### config.mk
export PLATFORM = sky130hd
export DESIGN_NAME = pfa_frame_align
export DESIGN_NICKNAME = d
export VERILOG_FILES = /design/src/rtl/pfa_pkg.sv /design/src/rtl/pfa_frame_align.sv
export SDC_FILE = /design/constraint.sdc
export NUM_CORES = 1
export LEC_CHECK = 0
export ABC_AREA = 0
export BUFFER_PORTS_ARGS = -buffer_cell sky130_fd_sc_hd__buf_2
export CAP_MARGIN = 10
export CELL_PAD_IN_SITES_DETAIL_PLACEMENT = 1
export CELL_PAD_IN_SITES_GLOBAL_PLACEMENT = 2
export CORE_ASPECT_RATIO = 1.75
export CORE_MARGIN = 2
export CORE_UTILIZATION = 35
export DETAILED_ROUTE_END_ITERATION = 6
export MAX_ROUTING_LAYER = met4
export PLACE_DENSITY = 0.85
export SETUP_SLACK_MARGIN = 0.4
export SLEW_MARGIN = 15
export SYNTH_ARGS = -nofsm -noshare
export SYNTH_HDL_FRONTEND = slang
export SYNTH_SLANG_ARGS = --single-unit
### constraint.sdc
create_clock -name clk -period 6.9 [get_ports clk]
set_clock_uncertainty 0.15 [all_clocks]
set_input_delay 0.69 -clock clk [delete_from_list [all_inputs] [get_ports clk]]
set_output_delay 0.69 -clock clk [all_outputs]
set_load 0.03 [all_outputs]
### src/rtl/pfa_pkg.sv
// Constants and types for the frame alignment and clock select block
package pfa_pkg;

    typedef logic [7:0]  addr_t;
    typedef logic [31:0] data_t;

    // Register indices; byte address is four times the index
    localparam logic [7:0] IDX_CLOCK_CONTROL  = 8'h0b;
    localparam logic [7:0] IDX_SLIP_INTERVAL  = 8'h0c;
    localparam logic [7:0] IDX_RECEIVE_IN_OFS = 8'h0d;
    localparam logic [7:0] IDX_SEND_IN_OFS    = 8'h0e;
    localparam logic [7:0] IDX_SEND_OUT_OFS   = 8'h0f;
    localparam logic [7:0] IDX_AUX_OFS        = 8'h10;
    localparam logic [7:0] IDX_PHASE_OFS      = 8'h11;

    // Reset values
    localparam logic [6:0] RST_CLOCK_CONTROL = 7'h00;
    localparam logic [6:0] RST_SLIP_INTERVAL = 7'h28;
    localparam logic [7:0] RST_BIT_OFFSET    = 8'h00;
    localparam logic [7:0] RST_PHASE_OFS     = 8'h00;

    // Clock control field positions
    localparam int CC_VCO_INVERT     = 6;
    localparam int CC_SYNC_EDGE      = 5;
    localparam int CC_SYNC_OUT_LEN   = 4;
    localparam int CC_SAMPLE_EDGE    = 3;
    localparam int CC_VCO_OFF        = 2;
    localparam int CC_SYSCLK_OFF     = 1;
    localparam int CC_QUADCLK_OFF    = 0;

    // Slip interval field positions
    localparam int SI_EXT_REF        = 6;
    localparam int SI_NEAR_FAR       = 5;
    localparam int SI_INTERVAL_HI    = 4;
    localparam int SI_INTERVAL_LO    = 0;

    // Timing
    localparam int CLK_PERIOD_NS     = 50;
    localparam int SLIP_UNIT_NS      = 2000;
    localparam int SLIP_TARGET_NS    = 62500;
    localparam int FRAME_NS          = 125000;
    localparam logic [11:0] SLIP_UNIT_CYC   = 12'(SLIP_UNIT_NS / CLK_PERIOD_NS);
    localparam logic [11:0] SLIP_TARGET_CYC = 12'(SLIP_TARGET_NS / CLK_PERIOD_NS);
    localparam logic [11:0] FRAME_CYC       = 12'(FRAME_NS / CLK_PERIOD_NS);
    localparam int QUAD_DIV_CYC      = 4;

endpackage

### src/rtl/pfa_frame_align.sv
// Frame timing, slip control, clock select and stream alignment with APB registers
//
// The implementer's own choice: the APB interface to the registers.
`timescale 1ns/10ps
module pfa_frame_align
(
    input  logic              clk,
    input  logic              rst_n,
    input  logic              psel,
    input  logic              penable,
    input  logic              pwrite,
    input  pfa_pkg::addr_t    paddr,
    input  pfa_pkg::data_t    pwdata,
    output pfa_pkg::data_t    prdata,
    output logic              pready,
    output logic              pslverr,
    input  logic              highwayBitClock,
    input  logic              frameSyncInput,
    input  logic              receiveInData,
    input  logic              nearReferenceClock,
    input  logic              farReferenceClock,
    input  logic              externalReferenceClock,
    input  logic              nearBufferSyncPulse,
    input  logic              farBufferSyncPulse,
    output logic              pllReferenceClock,
    output logic              frameSyncOutput,
    output logic              frameSlip,
    output logic              vcoControlPin,
    output logic              systemClockOutput,
    output logic              quadClockOutput,
    output logic              receiveInSample,
    output logic              syncDetected,
    output logic [7:0]        receiveInPosition,
    output logic [7:0]        sendInPosition,
    output logic [7:0]        sendOutPosition,
    output logic [7:0]        auxPosition,
    output logic [7:0]        streamPhases
);
    import pfa_pkg::*;

    ////////////////////////////////////////////////////////////////////////////////
    // Registers
    logic [6:0] clockControl;
    logic [6:0] slipInterval;
    logic [7:0] receiveInOffset;
    logic [7:0] sendInOffset;
    logic [7:0] sendOutOffset;
    logic [7:0] auxOffset;
    logic [7:0] phaseOffsets;
    logic [7:0] regIndex;
    logic       indexValid;
    logic [7:0] readValue;
    logic       setupPhase;
    logic       accessDone;
    // Unaligned addresses are not mapped
    assign regIndex   = {2'b00, paddr[7:2]};
    assign setupPhase = psel && !penable;
    assign accessDone = psel && penable && pready;

    always_comb
    begin
        indexValid = (paddr[1:0] == 2'b00);
        readValue  = 8'h00;
        case (regIndex)
            IDX_CLOCK_CONTROL:  readValue = {1'b0, clockControl};
            IDX_SLIP_INTERVAL:  readValue = {1'b0, slipInterval};
            IDX_RECEIVE_IN_OFS: readValue = receiveInOffset;
            IDX_SEND_IN_OFS:    readValue = sendInOffset;
            IDX_SEND_OUT_OFS:   readValue = sendOutOffset;
            IDX_AUX_OFS:        readValue = auxOffset;
            IDX_PHASE_OFS:      readValue = phaseOffsets;
            default:            indexValid = 1'b0;
        endcase
    end

    // Answer is prepared in setup and given in the first access cycle
    always_ff @(posedge clk)
    begin
        if (!rst_n)
        begin
            pready  <= 1'b0;
            pslverr <= 1'b0;
            prdata  <= '0;
        end
        else
        begin
            pready  <= setupPhase;
            pslverr <= setupPhase && !indexValid;
            if (setupPhase)
                prdata <= (indexValid && !pwrite) ? {24'h000000, readValue} : '0;
        end
    end

    always_ff @(posedge clk)
    begin
        if (!rst_n)
        begin
            clockControl    <= RST_CLOCK_CONTROL;
            slipInterval    <= RST_SLIP_INTERVAL;
            receiveInOffset <= RST_BIT_OFFSET;
            sendInOffset    <= RST_BIT_OFFSET;
            sendOutOffset   <= RST_BIT_OFFSET;
            auxOffset       <= RST_BIT_OFFSET;
            phaseOffsets    <= RST_PHASE_OFS;
        end
        else if (accessDone && pwrite && indexValid)
        begin
            case (regIndex)
                IDX_CLOCK_CONTROL:  clockControl    <= pwdata[6:0];
                IDX_SLIP_INTERVAL:  slipInterval    <= pwdata[6:0];
                IDX_RECEIVE_IN_OFS: receiveInOffset <= pwdata[7:0];
                IDX_SEND_IN_OFS:    sendInOffset    <= pwdata[7:0];
                IDX_SEND_OUT_OFS:   sendOutOffset   <= pwdata[7:0];
                IDX_AUX_OFS:        auxOffset       <= pwdata[7:0];
                IDX_PHASE_OFS:      phaseOffsets    <= pwdata[7:0];
                default:            clockControl    <= clockControl;
            endcase
        end
    end

    ////////////////////////////////////////////////////////////////////////////////
    // Pin synchronisers
    localparam int PINS = 8;
    logic [PINS-1:0] pinRaw;
    logic [PINS-1:0] pinMeta;
    logic [PINS-1:0] pinSync;
    logic            bitClockLast;
    logic            bufferSyncLast;
    assign pinRaw = {highwayBitClock, frameSyncInput, receiveInData, nearReferenceClock,
                     farReferenceClock, externalReferenceClock, nearBufferSyncPulse,
                     farBufferSyncPulse};

    always_ff @(posedge clk)
    begin
        if (!rst_n)
        begin
            pinMeta <= '0;
            pinSync <= '0;
        end
        else
        begin
            pinMeta <= pinRaw;
            pinSync <= pinMeta;
        end
    end

    logic bitClk;
    logic syncIn;
    logic dataIn;
    logic refNear;
    logic refFar;
    logic refExt;
    logic bufNear;
    logic bufFar;
    assign {bitClk, syncIn, dataIn, refNear, refFar, refExt, bufNear, bufFar} = pinSync;

    ////////////////////////////////////////////////////////////////////////////////
    // Reference and buffer sync selection
    logic selectedBufferSync;
    logic bufferSyncEdge;
    assign selectedBufferSync = slipInterval[SI_NEAR_FAR] ? bufNear : bufFar;
    assign bufferSyncEdge     = selectedBufferSync && !bufferSyncLast;

    always_ff @(posedge clk)
    begin
        if (!rst_n)
            pllReferenceClock <= 1'b0;
        else if (slipInterval[SI_EXT_REF])
            pllReferenceClock <= refExt;
        else
            pllReferenceClock <= slipInterval[SI_NEAR_FAR] ? refNear : refFar;
    end

    ////////////////////////////////////////////////////////////////////////////////
    // Frame counter, sync output and frame slip
    logic [11:0] frameCnt;
    logic [11:0] distAfter;
    logic [11:0] distBefore;
    logic [11:0] minDistance;
    logic [11:0] safetyCycles;
    logic        slipNeeded;
    logic        bitRise;
    logic [1:0]  syncOutLeft;
    assign distAfter    = frameCnt;
    assign distBefore   = FRAME_CYC - frameCnt;
    assign minDistance  = (distAfter < distBefore) ? distAfter : distBefore;
    assign safetyCycles = 12'(slipInterval[SI_INTERVAL_HI:SI_INTERVAL_LO] * SLIP_UNIT_CYC);
    assign slipNeeded   = bufferSyncEdge && (minDistance < safetyCycles);
    assign bitRise      = bitClk && !bitClockLast;
    always_ff @(posedge clk)
    begin
        if (!rst_n)
        begin
            frameCnt       <= '0;
            frameSlip      <= 1'b0;
            bufferSyncLast <= 1'b0;
        end
        else
        begin
            bufferSyncLast <= selectedBufferSync;
            frameSlip      <= slipNeeded;
            if (slipNeeded)
                frameCnt <= FRAME_CYC - SLIP_TARGET_CYC;
            else if (frameCnt == FRAME_CYC - 12'h001)
                frameCnt <= '0;
            else
                frameCnt <= frameCnt + 12'h001;
        end
    end

    // Pulse length counted in highway bit clock periods
    always_ff @(posedge clk)
    begin
        if (!rst_n)
        begin
            syncOutLeft     <= 2'b00;
            frameSyncOutput <= 1'b0;
        end
        else
        begin
            if (frameCnt == 12'h000)
                syncOutLeft <= clockControl[CC_SYNC_OUT_LEN] ? 2'b10 : 2'b01;
            else if (bitRise && syncOutLeft != 2'b00)
                syncOutLeft <= syncOutLeft - 2'b01;
            frameSyncOutput <= (frameCnt == 12'h000) || (syncOutLeft != 2'b00);
        end
    end

    ////////////////////////////////////////////////////////////////////////////////
    // Clock outputs
    logic [1:0] quadDiv;
    logic       sysToggle;
    logic       quadToggle;
    logic       phaseError;
    assign phaseError = pllReferenceClock ^ (frameCnt < (FRAME_CYC >> 1));
    always_ff @(posedge clk)
    begin
        if (!rst_n)
        begin
            sysToggle         <= 1'b0;
            quadToggle        <= 1'b0;
            quadDiv           <= 2'b00;
            systemClockOutput <= 1'b1;
            quadClockOutput   <= 1'b1;
            vcoControlPin     <= 1'b1;
        end
        else
        begin
            sysToggle <= !sysToggle;
            quadDiv   <= quadDiv + 2'b01;
            if (quadDiv == 2'(QUAD_DIV_CYC - 1))
                quadToggle <= !quadToggle;
            systemClockOutput <= clockControl[CC_SYSCLK_OFF] ? 1'b1 : sysToggle;
            quadClockOutput   <= clockControl[CC_QUADCLK_OFF] ? 1'b1 : quadToggle;
            vcoControlPin     <= clockControl[CC_VCO_OFF] ? 1'b1 :
                                 (phaseError ^ clockControl[CC_VCO_INVERT]);
        end
    end

    ////////////////////////////////////////////////////////////////////////////////
    // Sampling edge and frame sync detection
    logic sampleEdge;
    logic syncSample;
    logic syncActive;
    assign sampleEdge = clockControl[CC_SAMPLE_EDGE] ? bitRise : (!bitClk && bitClockLast);
    assign syncActive = sampleEdge && (syncIn != syncSample)
                        && (syncIn == clockControl[CC_SYNC_EDGE]);
    always_ff @(posedge clk)
    begin
        if (!rst_n)
        begin
            bitClockLast    <= 1'b0;
            syncSample      <= 1'b0;
            receiveInSample <= 1'b0;
            syncDetected    <= 1'b0;
        end
        else
        begin
            bitClockLast  <= bitClk;
            syncDetected  <= syncActive;
            if (sampleEdge)
            begin
                syncSample      <= syncIn;
                receiveInSample <= dataIn;
            end
        end
    end

    ////////////////////////////////////////////////////////////////////////////////
    // Per-stream bit position and phase
    logic [7:0] offsetOf [4];
    logic [7:0] position [4];
    logic [1:0] phase    [4];
    assign offsetOf[0] = receiveInOffset;
    assign offsetOf[1] = sendInOffset;
    assign offsetOf[2] = sendOutOffset;
    assign offsetOf[3] = auxOffset;
    genvar s;
    generate
        for (s = 0; s < 4; s++)
        begin : gStream
            always_ff @(posedge clk)
            begin
                if (!rst_n)
                begin
                    position[s] <= 8'h00;
                    phase[s]    <= 2'b00;
                end
                else if (syncActive)
                begin
                    position[s] <= offsetOf[s];
                    phase[s]    <= phaseOffsets[2*s +: 2];
                end
                else if (sampleEdge)
                begin
                    phase[s] <= phase[s] + 2'b01;
                    if (phase[s] == 2'b11)
                        position[s] <= position[s] + 8'h01;
                end
            end
        end
    endgenerate

    always_ff @(posedge clk)
    begin
        if (!rst_n)
        begin
            receiveInPosition <= 8'h00;
            sendInPosition    <= 8'h00;
            sendOutPosition   <= 8'h00;
            auxPosition       <= 8'h00;
            streamPhases      <= 8'h00;
        end
        else
        begin
            receiveInPosition <= position[0];
            sendInPosition    <= position[1];
            sendOutPosition   <= position[2];
            auxPosition       <= position[3];
            streamPhases      <= {phase[3], phase[2], phase[1], phase[0]};
        end
    end

endmodule

Word-level counts from Yosys, hierarchy flattened
Memory sizes are Yosys's and may differ from the RTL's.
Cells that the tools add are included.

word-level totals
  register bits after elaboration = 173
  RAM bits = 40
  input bits = 53
  word-level logic and storage cells = 182
  memories = 2

memory list
  memory    words  width  rd ports  clocked after Yosys merged registers in  write ports  line                    source
  position  4      8      4         0                                        4            pfa_frame_align.sv:292  logic [7:0] position [4];
  phase     4      2      4         0                                        4            pfa_frame_align.sv:293  logic [1:0] phase [4];

cells by class
  add/subtract/negate cells = 12
  $mul = 1
  magnitude comparators = 3
  eq/ne operators = 15
  muxes and demuxes = 57
  bitwise operators = 19
  reduce and logical (&&, ||, !) cells = 39

operators with widths
  operator                                              count
  two-way mux 8 bit                                     9
  one-hot mux 8 bit (7 select lines)                    1
  two-way mux 1 bit                                     33
  adder 8 x 1 -> 8 bit, second input constant           4
  == test 6 x 4 -> 1 bit, second input constant         5
  two-way mux 11 bit                                    2
  two-way mux 2 bit                                     11
  bitwise OR 1 bit                                      16
  logical AND 1 bit                                     14
  AND reduction 2 bit                                   7
  adder 12 x 1 -> 12 bit, second input constant         1
  == test 12 bit, second input constant                 1
  == test 6 x 5 -> 1 bit, second input constant         2
  logical NOT 12 bit                                    1
  < comparator 12 x 11 -> 1 bit                         1
  < comparator 12 x 11 -> 1 bit, second input constant  1
  < comparator 12 bit                                   1
  two-way mux 12 bit                                    1
  subtractor 12 bit, first input constant               1
  adder 2 x 1 -> 2 bit, second input constant           5
  == test 2 bit, second input constant                  5
  logical NOT 1 bit                                     8
  multiplier 5 x 3 -> 8 bit, second input constant      1
  OR reduction 7 bit                                    1
  other kinds (10)                                      14

Longest topological paths before layout
Gate-level depths: netlist of run 1.

  depth after elaboration = 10
  gate-level depth with buffers = 19

Worst setup path before layout of run 1
OpenSTA, ideal clock, no wires.

  path kind = flip-flop to flip-flop
  start point = reg frameCnt[0], in the netlist distAfter[0]
  end point = reg frameCnt[10], in the netlist distAfter[10]
  data arrival time = 3911 ps
  data required time = 6675 ps
  slack = 2764 ps
  stages on the path, launching flop included = 18
  path buffers = 0
  clock period less this slack = 4136 ps
  cell sequence = dfxtp_1 inv_1 ha_1 o21ai_0 nor3_1 o21bai_1 ha_1 or3b_1 a211o_1 a211oi_2 a221oi_4 mux2_2 ha_1 or3_1 a221oi_1 o21ai_1 a21o_1 o22ai_1

between the ends
  longest elaborated chain between the ends = 6

RTL lines
  element                        line                    source
  start: declaration             pfa_frame_align.sv:176  logic [11:0] frameCnt;
  start signal: assignment       pfa_frame_align.sv:203  frameCnt <= FRAME_CYC - SLIP_TARGET_CYC;
  start signal: assignment       pfa_frame_align.sv:207  frameCnt <= frameCnt + 12'h001;
  subtractor 12 bit              pfa_frame_align.sv:185  assign distBefore = FRAME_CYC - frameCnt;
  < comparator 12 bit            pfa_frame_align.sv:186  assign minDistance = (distAfter < distBefore) ? distAfter : distBefore;
  two-way mux 12 bit             pfa_frame_align.sv:186
  < comparator 12 x 11 -> 1 bit  pfa_frame_align.sv:188  assign slipNeeded = bufferSyncEdge && (minDistance < safetyCycles);
  logical AND 1 bit              pfa_frame_align.sv:188
  two-way mux 11 bit *           pfa_frame_align.sv:202  if (slipNeeded)

Every way passes the cells marked *; elsewhere a longest branch is shown, timed or not.
A chain may end at the register's enable or synchronous reset.

Worst setup path after layout of run 1
  start point = reg frameCnt[1], in the netlist distAfter[1]
  end point = reg frameCnt[1], in the netlist distAfter[1]

The elaborated chain is that of the path after synthesis.

==> qor.csv, run 1 <==
stage;metric;value;unit
timing;report.final.setup_viol;0;
grt;groute.layer.met2.usage;34.8;%
hold_path;min_to;sysToggle;
placement;gp_routability_congestion;0.894;
die;die_area;25400;sq um
detailed_routing;avgRoutedWirePerCell;18.1;microns
grt;grt_pass1_vias;6586;
placement;detailedPlace.worstSlack;1.98;ns
synth;synthArstFlopShare;0;%
worst_setup_path;start_kind;register;
worst_setup_path;worst-endpoint-arrival;5.17;ns
outcome;outcome;completed;
timing;hold_ws;0.257;ns
die;floorplan.core_area;23800;sq um
worst_setup_path;r2r-end;distAfter[1];
worst_setup_path;ff2ff_setup_slack;1.96;ns
timing;fin_crit;4.94;ns
grt;grt_antenna_before_repair;1;
timing;rsz0062_at_grt;no;
synth;synth_adder_area_share;4.83;%
power_and_ir_drop;vdd_drop_max;0.000172;V
die;initial_core_util;35.4;%
synth;postSynth.topFlopCell;sky130_fd_sc_hd__dfxtp_1;
synth;synth.top_cell.area_share;35.3;%
synth;synthMostInstantiatedCell;sky130_fd_sc_hd__dfxtp_1;
layout;nNetsFinal;1023;
clocking;tritoncts;yes;
worst_setup_path;timing.critical_path.slowest_stage_cell;sky130_fd_sc_hd__nor3_1;
synth;yosys.area_share.simple;17.9;%
die;die-width;121;microns
placement;half_perimeter_wire_length_after_placement;16900;microns
detailed_routing;via_per_inst;5.12;
placement;port_buffers;86;
synth;synth_commonest_cells;149 x sky130_fd_sc_hd__dfxtp_1, 95 x sky130_fd_sc_hd__nand2_1, 59 x sky130_fd_sc_hd__and2_1;
synth;synth.cell_area;8450;sq um
layout;syn2layout_area_growth;14.0;%
worst_setup_path;critical-path-top-cell-by-count;sky130_fd_sc_hd__ha_1;
hold_path;worst_hold_path.num_cells;1;
timing;finalSetupTns;0;ns
die;placement_rows;75;
power_and_ir_drop;power_density;242;nW/um^2
timing;hold_violations;0;
hold_path;min_path_type;reg2reg;
grt;grt_max_degree;45;
worst_setup_path;critPathKind;reg2reg;
layout;postLayoutCellArea;9630;sq um
layout;fillCellCount;2778;
timing;max_slew.worst_pin.slew;1.16;ns
clocking;post_cts.repair.setup_buffers;0;
detailed_routing;remaining_drc_errors;0;
power_and_ir_drop;cellLeakagePower;3.85;nW
power_and_ir_drop;finalPower;2.33;mW
clocking;ctsLongestPathBuffers;2;
clocking;clock_sinks;189;
grt;grtUsageMet3;3.75;%
clocking;cts_resized;0;
detailed_routing;detail_route.first_pass.iterations;4;
synth;synth_enable_flop_cells;40;
grt;gr-usage-all-layers;19.1;%
synth;ys_warn_count;0;
worst_setup_path;worstPathRequired;7.12;ns
worst_setup_path;worst-r2r-cell-count;17;
synth;yosys.area_share.xor_xnor;4.87;%
worst_setup_path;critical_path.max_fanout;10;
timing;finalCritPeriodShare;71.7;%
timing;timing.final.ws_setup;1.96;ns
die;die_height;210;microns
synth;synth_seq_cells;189;
detailed_routing;vias;6457;
synth;synth.avg_cell_area;9.68;sq um
clocking;insertion_delay;0.45;ns
synth;post_synth_main_area_contributors;sky130_fd_sc_hd__dfxtp_1 35%, sky130_fd_sc_hd__edfxtp_1 14%, sky130_fd_sc_hd__ha_1 4.6%, sky130_fd_sc_hd__and2_1 4.4%, sky130_fd_sc_hd__nand2_1 4.2%;
detailed_routing;drt_initial_violations;267;
timing;highest_attainable_clock_frequency;202;MHz
synth;share_of_the_synthesized_area_in_compound_gates_ao_oa_aoi_oai;11.8;%
placement;detailed_place.area;9040;sq um
die;ios;135;
grt;groute.layer.met1.usage;18.3;%
synth;synth_top_family_by_area;simple AND/OR/NAND/NOR gates;
worst_setup_path;timing.critical_path.to_type;register;
timing;maxSlewHeadroom;22.8;%
clocking;cts-htree-levels;4;
timing;timing.final.max_slew_violations;0;
worst_setup_path;timing.critical_path.slowest_cell_delay;0.42;ns
worst_setup_path;critical_path.reg2reg.startpoint;distAfter[1];
detailed_routing;drt-total-wl;22800;microns
synth;synth.area.mux_share;5.75;%
hold_path;hold_start;sysToggle;
clocking;post_cts_hold_buffer_count;0;
grt;grt-ovfl-total;0;
worst_setup_path;critical_path.cell_chain;inv_1, ha_1, o21ai_0, nor3_1, o21bai_1, ha_1, or3b_1, a211o_1, a211oi_2, a221oi_4, mux2_2, ha_1, or3_1, a221oi_1, o21ai_1, a21o_1, a21oi_1;
detailed_routing;final_antenna_net_count;0;
synth;yosys.area.top_type;sky130_fd_sc_hd__dfxtp_1;
clocking;cts_inserted_buffers;17;
clocking;clkTransAtPathRegs;0.07;ns
clocking;cts_root_buffer;sky130_fd_sc_hd__clkbuf_16;
grt;grt_first_pass_wirelength;35900;microns
synth;synthCells;873;
synth;synth_seq_area_share;49.5;%
job;max_cap_viol_count;0;
layout;drive_gt1_share;15.5;%
synth;synth_cell_types;54;
grt;globalRoute.busiestLayer;met2;
worst max-delay path: cells and delay by family, from the launching register on:
kind / cells / cell delay (ns)
simple gates: 3 / 1.16
flops: 1 / 0.36
fa+ha+maj: 3 / 0.79
compound gates: 9 / 1.96
mux: 1 / 0.32
buf+inv: 1 / 0.12
stage by stage:
stage | utilization (%) | cells
after global placement | 37.9 | 1227
after floorplan | - | 896
after global routing | 40.4 | 1260
after CTS | 40.4 | 1259
after detailed placement | 37.9 | 1227
final | 40.4 | 1261
layer usage:
layer / vias up / share of wire [%]
met1: 3154 / 36
met3: 58 / 2.9
met2: 137 / 56
met5: - / 0
met4: 0 / 5.7
li1: 3108 / -
placed cells by master (no fill, tap or decap), types with 5 or more instances in the layout:
| cell type | n |
|---|---|
| sky130_fd_sc_hd__inv_1 | 19 |
| sky130_fd_sc_hd__buf_4 | 7 |
| sky130_fd_sc_hd__xnor2_1 | 25 |
| sky130_fd_sc_hd__nor2_1 | 55 |
| sky130_fd_sc_hd__mux2i_1 | 35 |
| sky130_fd_sc_hd__mux2_2 | 12 |
| sky130_fd_sc_hd__clkbuf_16 | 19 |
| sky130_fd_sc_hd__edfxtp_1 | 40 |
| sky130_fd_sc_hd__a22o_1 | 8 |
| sky130_fd_sc_hd__a21oi_1 | 49 |
| sky130_fd_sc_hd__dfxtp_1 | 149 |
| sky130_fd_sc_hd__nand2_1 | 95 |
| sky130_fd_sc_hd__and2_1 | 59 |
| sky130_fd_sc_hd__xor2_1 | 22 |
| sky130_fd_sc_hd__inv_6 | 5 |
| sky130_fd_sc_hd__nand3_1 | 49 |
| sky130_fd_sc_hd__buf_2 | 86 |
| sky130_fd_sc_hd__conb_1 | 24 |
| sky130_fd_sc_hd__or3_1 | 8 |
| sky130_fd_sc_hd__a21o_1 | 9 |
| sky130_fd_sc_hd__nor2b_1 | 5 |
| sky130_fd_sc_hd__ha_1 | 31 |
| sky130_fd_sc_hd__nor3_1 | 5 |
| sky130_fd_sc_hd__o21ai_0 | 47 |
| sky130_fd_sc_hd__a221oi_1 | 9 |
| sky130_fd_sc_hd__and3_1 | 14 |
report_power, final:
group	total [mW]	switching, mW	leakage (nW)	internal [mW]
logic	0.173	0.120	1.94	0.0529
registers	1.18	0.0234	1.63	1.16
clock network	0.972	0.451	0.285	0.520
total	2.33	0.595	3.85	1.73
flip-flops by register name, indices dropped and copies added (netlist names), 7 cells and up:
signal	cells
receiveInPosition	8
sendOutOffset	8
sendOutPosition	8
distAfter	12
slipInterval	7
clockControl	7
auxOffset	8
sendInOffset	8
receiveInOffset	8
position	32
phaseOffsets	8
phase	8
auxPosition	8
prdata	8
streamPhases	8
pinMeta	8
pinSync	8
sendInPosition	8
final cells by class:
class | instances | area (sq um) | share of cell area (%)
Inverter | 20 | 75.1 | 0.780
Clock buffer | 20 | 489 | 5.08
Multi-Input combinational cell | 617 | 3910 | 40.6
Sequential cell | 189 | 4180 | 43.5
Antenna cell | 2 | 5.00 | 0.0520
Clock inverter | 12 | 93.8 | 0.975
Timing Repair Buffer | 93 | 483 | 5.02
Tap cell | 308 | 385 | 4.00
logic make-up (layout without fill, tap and decap cells):
| logic type | after synthesis | in the layout |
|---|---|---|
| flip-flops | 189 | 189 |
| XOR/XNOR | 47 | 47 |
| multiplexers | 47 | 47 |
| other | 1 | 26 |
| AO/OA/AOI/OAI | 156 | 156 |
| buffers and inverters | 90 | 145 |
| AND/OR/NAND/NOR | 311 | 311 |
| adder cells (fa/ha/maj) | 32 | 32 |
worst max path at each step:
stage | from | endpoint | slack, ns | cells past startpoint
after floorplan | distAfter[0] | distAfter[10] | 2.76 | 17
after global placement | distAfter[1] | distAfter[1] | 2.10 | 17
after detailed placement | distAfter[1] | distAfter[1] | 1.98 | 17
after CTS | distAfter[1] | distAfter[1] | 1.93 | 17
after global routing | distAfter[1] | distAfter[1] | 1.55 | 17
final | distAfter[1] | distAfter[1] | 1.96 | 17
(Power assumes the default switching activity.)
==> run 2: changes to the inputs <==
Settings changed: CORE_UTILIZATION 35 to 32, PLACE_DENSITY 0.85 to 0.82.
Clock period 6.9 ns to 4.4 ns, I/O delays scaled along.
==> run 2 against run 1 <==
Net effect: maximum frequency up 21%; worst hold slack got worse by 0.21 ns; register-to-register slack got worse by 1.6 ns.
==> qor.csv, run 2 (synthesized netlist as in run 1, its figures left out) <==
stage;metric;value;unit
placement;detailed_place.area;9250;sq um
die;floorplan.core_area;26000;sq um
layout;drive_gt1_share;21.6;%
clocking;cts-htree-levels;4;
die;placement_rows;78;
worst_setup_path;timing.critical_path.slowest_cell_delay;0.33;ns
detailed_routing;wl_met1;8330;microns
layout;finalCoreUtilization;38.9;%
worst_setup_path;critPathKind;reg2reg;
grt;gr-usage-all-layers;17.4;%
detailed_routing;detail_route.first_pass.iterations;4;
detailed_routing;remaining_drc_errors;0;
timing;max_slew.worst_pin.slew;0.985;ns
detailed_routing;drt-total-wl;23400;microns
placement;port_buffers;86;
timing;finalSetupTns;0;ns
timing;finalCritPeriodShare;92.6;%
clocking;cts_root_buffer;sky130_fd_sc_hd__clkbuf_16;
grt;grt-ovfl-total;0;
timing;maxSlewHeadroom;34.1;%
detailed_routing;dr.max_layer_used;met4;
outcome;outcome;completed;
die;die-width;127;microns
grt;grt_pass1_vias;6775;
clocking;tritoncts;yes;
worst_setup_path;worstPathBufferInverterCount;5;
clocking;clock_sinks;189;
layout;multi_input_combinational_cell_area;4100;sq um
layout;largest_register_ff_count;32;
power_and_ir_drop;finalPower;3.71;mW
job;max_cap_viol_count;0;
power_and_ir_drop;power_density;367;nW/um^2
layout;mostFrequentLayoutCell;sky130_fd_sc_hd__dfxtp_1;
layout;nNetsFinal;1057;
worst_setup_path;worstPathRequired;4.63;ns
timing;highest_attainable_clock_frequency;245;MHz
layout;mostFrequentLayoutCells;147 x sky130_fd_sc_hd__dfxtp_1, 93 x sky130_fd_sc_hd__nand2_1, 86 x sky130_fd_sc_hd__buf_2;
grt;grt_antenna_before_repair;0;
worst_setup_path;worst-endpoint-arrival;4.30;ns
layout;registers.top_by_ff_count;position;
worst_setup_path;critical_path.top_delay_family;compound AO/OA/AOI/OAI gates;
placement;gp_routability_congestion;0.853;
clocking;cts_inserted_buffers;17;
power_and_ir_drop;vdd_drop_max;0.000272;V
timing;fin_crit;4.08;ns
die;ios;135;
clocking;ctsLongestPathBuffers;2;
worst_setup_path;critical_path.cell_chain;inv_2, ha_4, o21ai_4, nor3_4, buf_4, nand3b_1, ha_1, xor2_1, a211oi_2, buf_4, a221oi_4, buf_6, mux2_4, ha_4, nand4_1, a21oi_1, a21o_1, o211ai_4, buf_12, a21oi_2;
die;initial_core_util;32.5;%
clocking;clkTransAtPathRegs;0.07;ns
placement;half_perimeter_wire_length_after_placement;17400;microns
layout;fillCellCount;2987;
timing;timing.final.max_slew_violations;0;
layout;regArea;4190;sq um
layout;postLayoutCellArea;10100;sq um
die;die_height;219;microns
detailed_routing;drt_initial_violations;298;
die;die_area;27800;sq um
timing;rsz0062_at_grt;yes;
timing;hold_violations;0;
detailed_routing;via_per_inst;5.00;
detailed_routing;met2_wirelength;13600;microns
worst_setup_path;start_kind;register;
worst_setup_path;critical_path.max_fanout;7;
detailed_routing;vias;6527;
layout;diodes;0;
detailed_routing;dr_wl_met3;595;microns
timing;report.final.setup_viol;0;
clocking;insertion_delay;0.45;ns
grt;grt_first_pass_wirelength;36100;microns
clocking;post_cts_hold_buffer_count;0;
hold_path;min_path_type;in2reg;
grt;grt_max_degree;55;
detailed_routing;avgRoutedWirePerCell;17.9;microns
worst_setup_path;timing.critical_path.slowest_stage_cell;sky130_fd_sc_hd__dfxtp_2;
layout;syn2layout_area_growth;19.6;%
detailed_routing;final_antenna_net_count;0;
power_and_ir_drop;cellLeakagePower;4.04;nW
worst_setup_path;timing.critical_path.to_type;register;
[run 2: repair_timing]
item	in CTS	in global routing
buffers inserted	4	5
gates resized for setup	18	26
pin swaps	12	24
setup endpoints to repair	13	13
[run 2: per-stage QoR]
step	instances	setup slack [ns]	hold slack, ns
finish	1305	0.325	0.0512
global route	1305	0.108	0.0459
CTS	1300	0.230	0.0344
detailed placement	1264	0.0318	0.248
global placement	1264	0.158	0.236
floorplan	896	0.423	0.228
[run 2: final cells by class]
cell class / count / area share, %
Sequential cell: 189 / 41.4
Multi-Input combinational cell: 617 / 40.6
Clock buffer: 20 / 4.42
Tap cell: 320 / 3.96
Clock inverter: 12 / 1.33
Inverter: 20 / 0.743
Timing Repair Buffer: 127 / 7.51
[run 2: path summary, 6_finish.rpt]
path                                startpoint            end  slack (ns)  cells past startpoint
worst min-delay path            frameSyncInput     pinMeta[6]        0.05                      2
worst max-delay path              distAfter[0]  distAfter[11]        0.32                     20
worst min register to register       sysToggle      sysToggle        0.25                      1
worst max register to register    distAfter[0]  distAfter[11]        0.32                     20
[run 2: metal layers]
metal / global-route usage, % / up-vias
li1: - / 3173
met1: 16.2 / 3166
met2: 34.3 / 140
met3: 2.27 / 48
met4: 8.75 / 0
met5: - / -
[run 2: power by group]
part	internal, mW	switching, mW	leakage, nW	total, mW
Clock	0.854	0.689	0.269	1.54
Sequential	1.82	0.0252	1.63	1.84
Combinational	0.108	0.212	2.14	0.320
Total	2.78	0.926	4.04	3.71
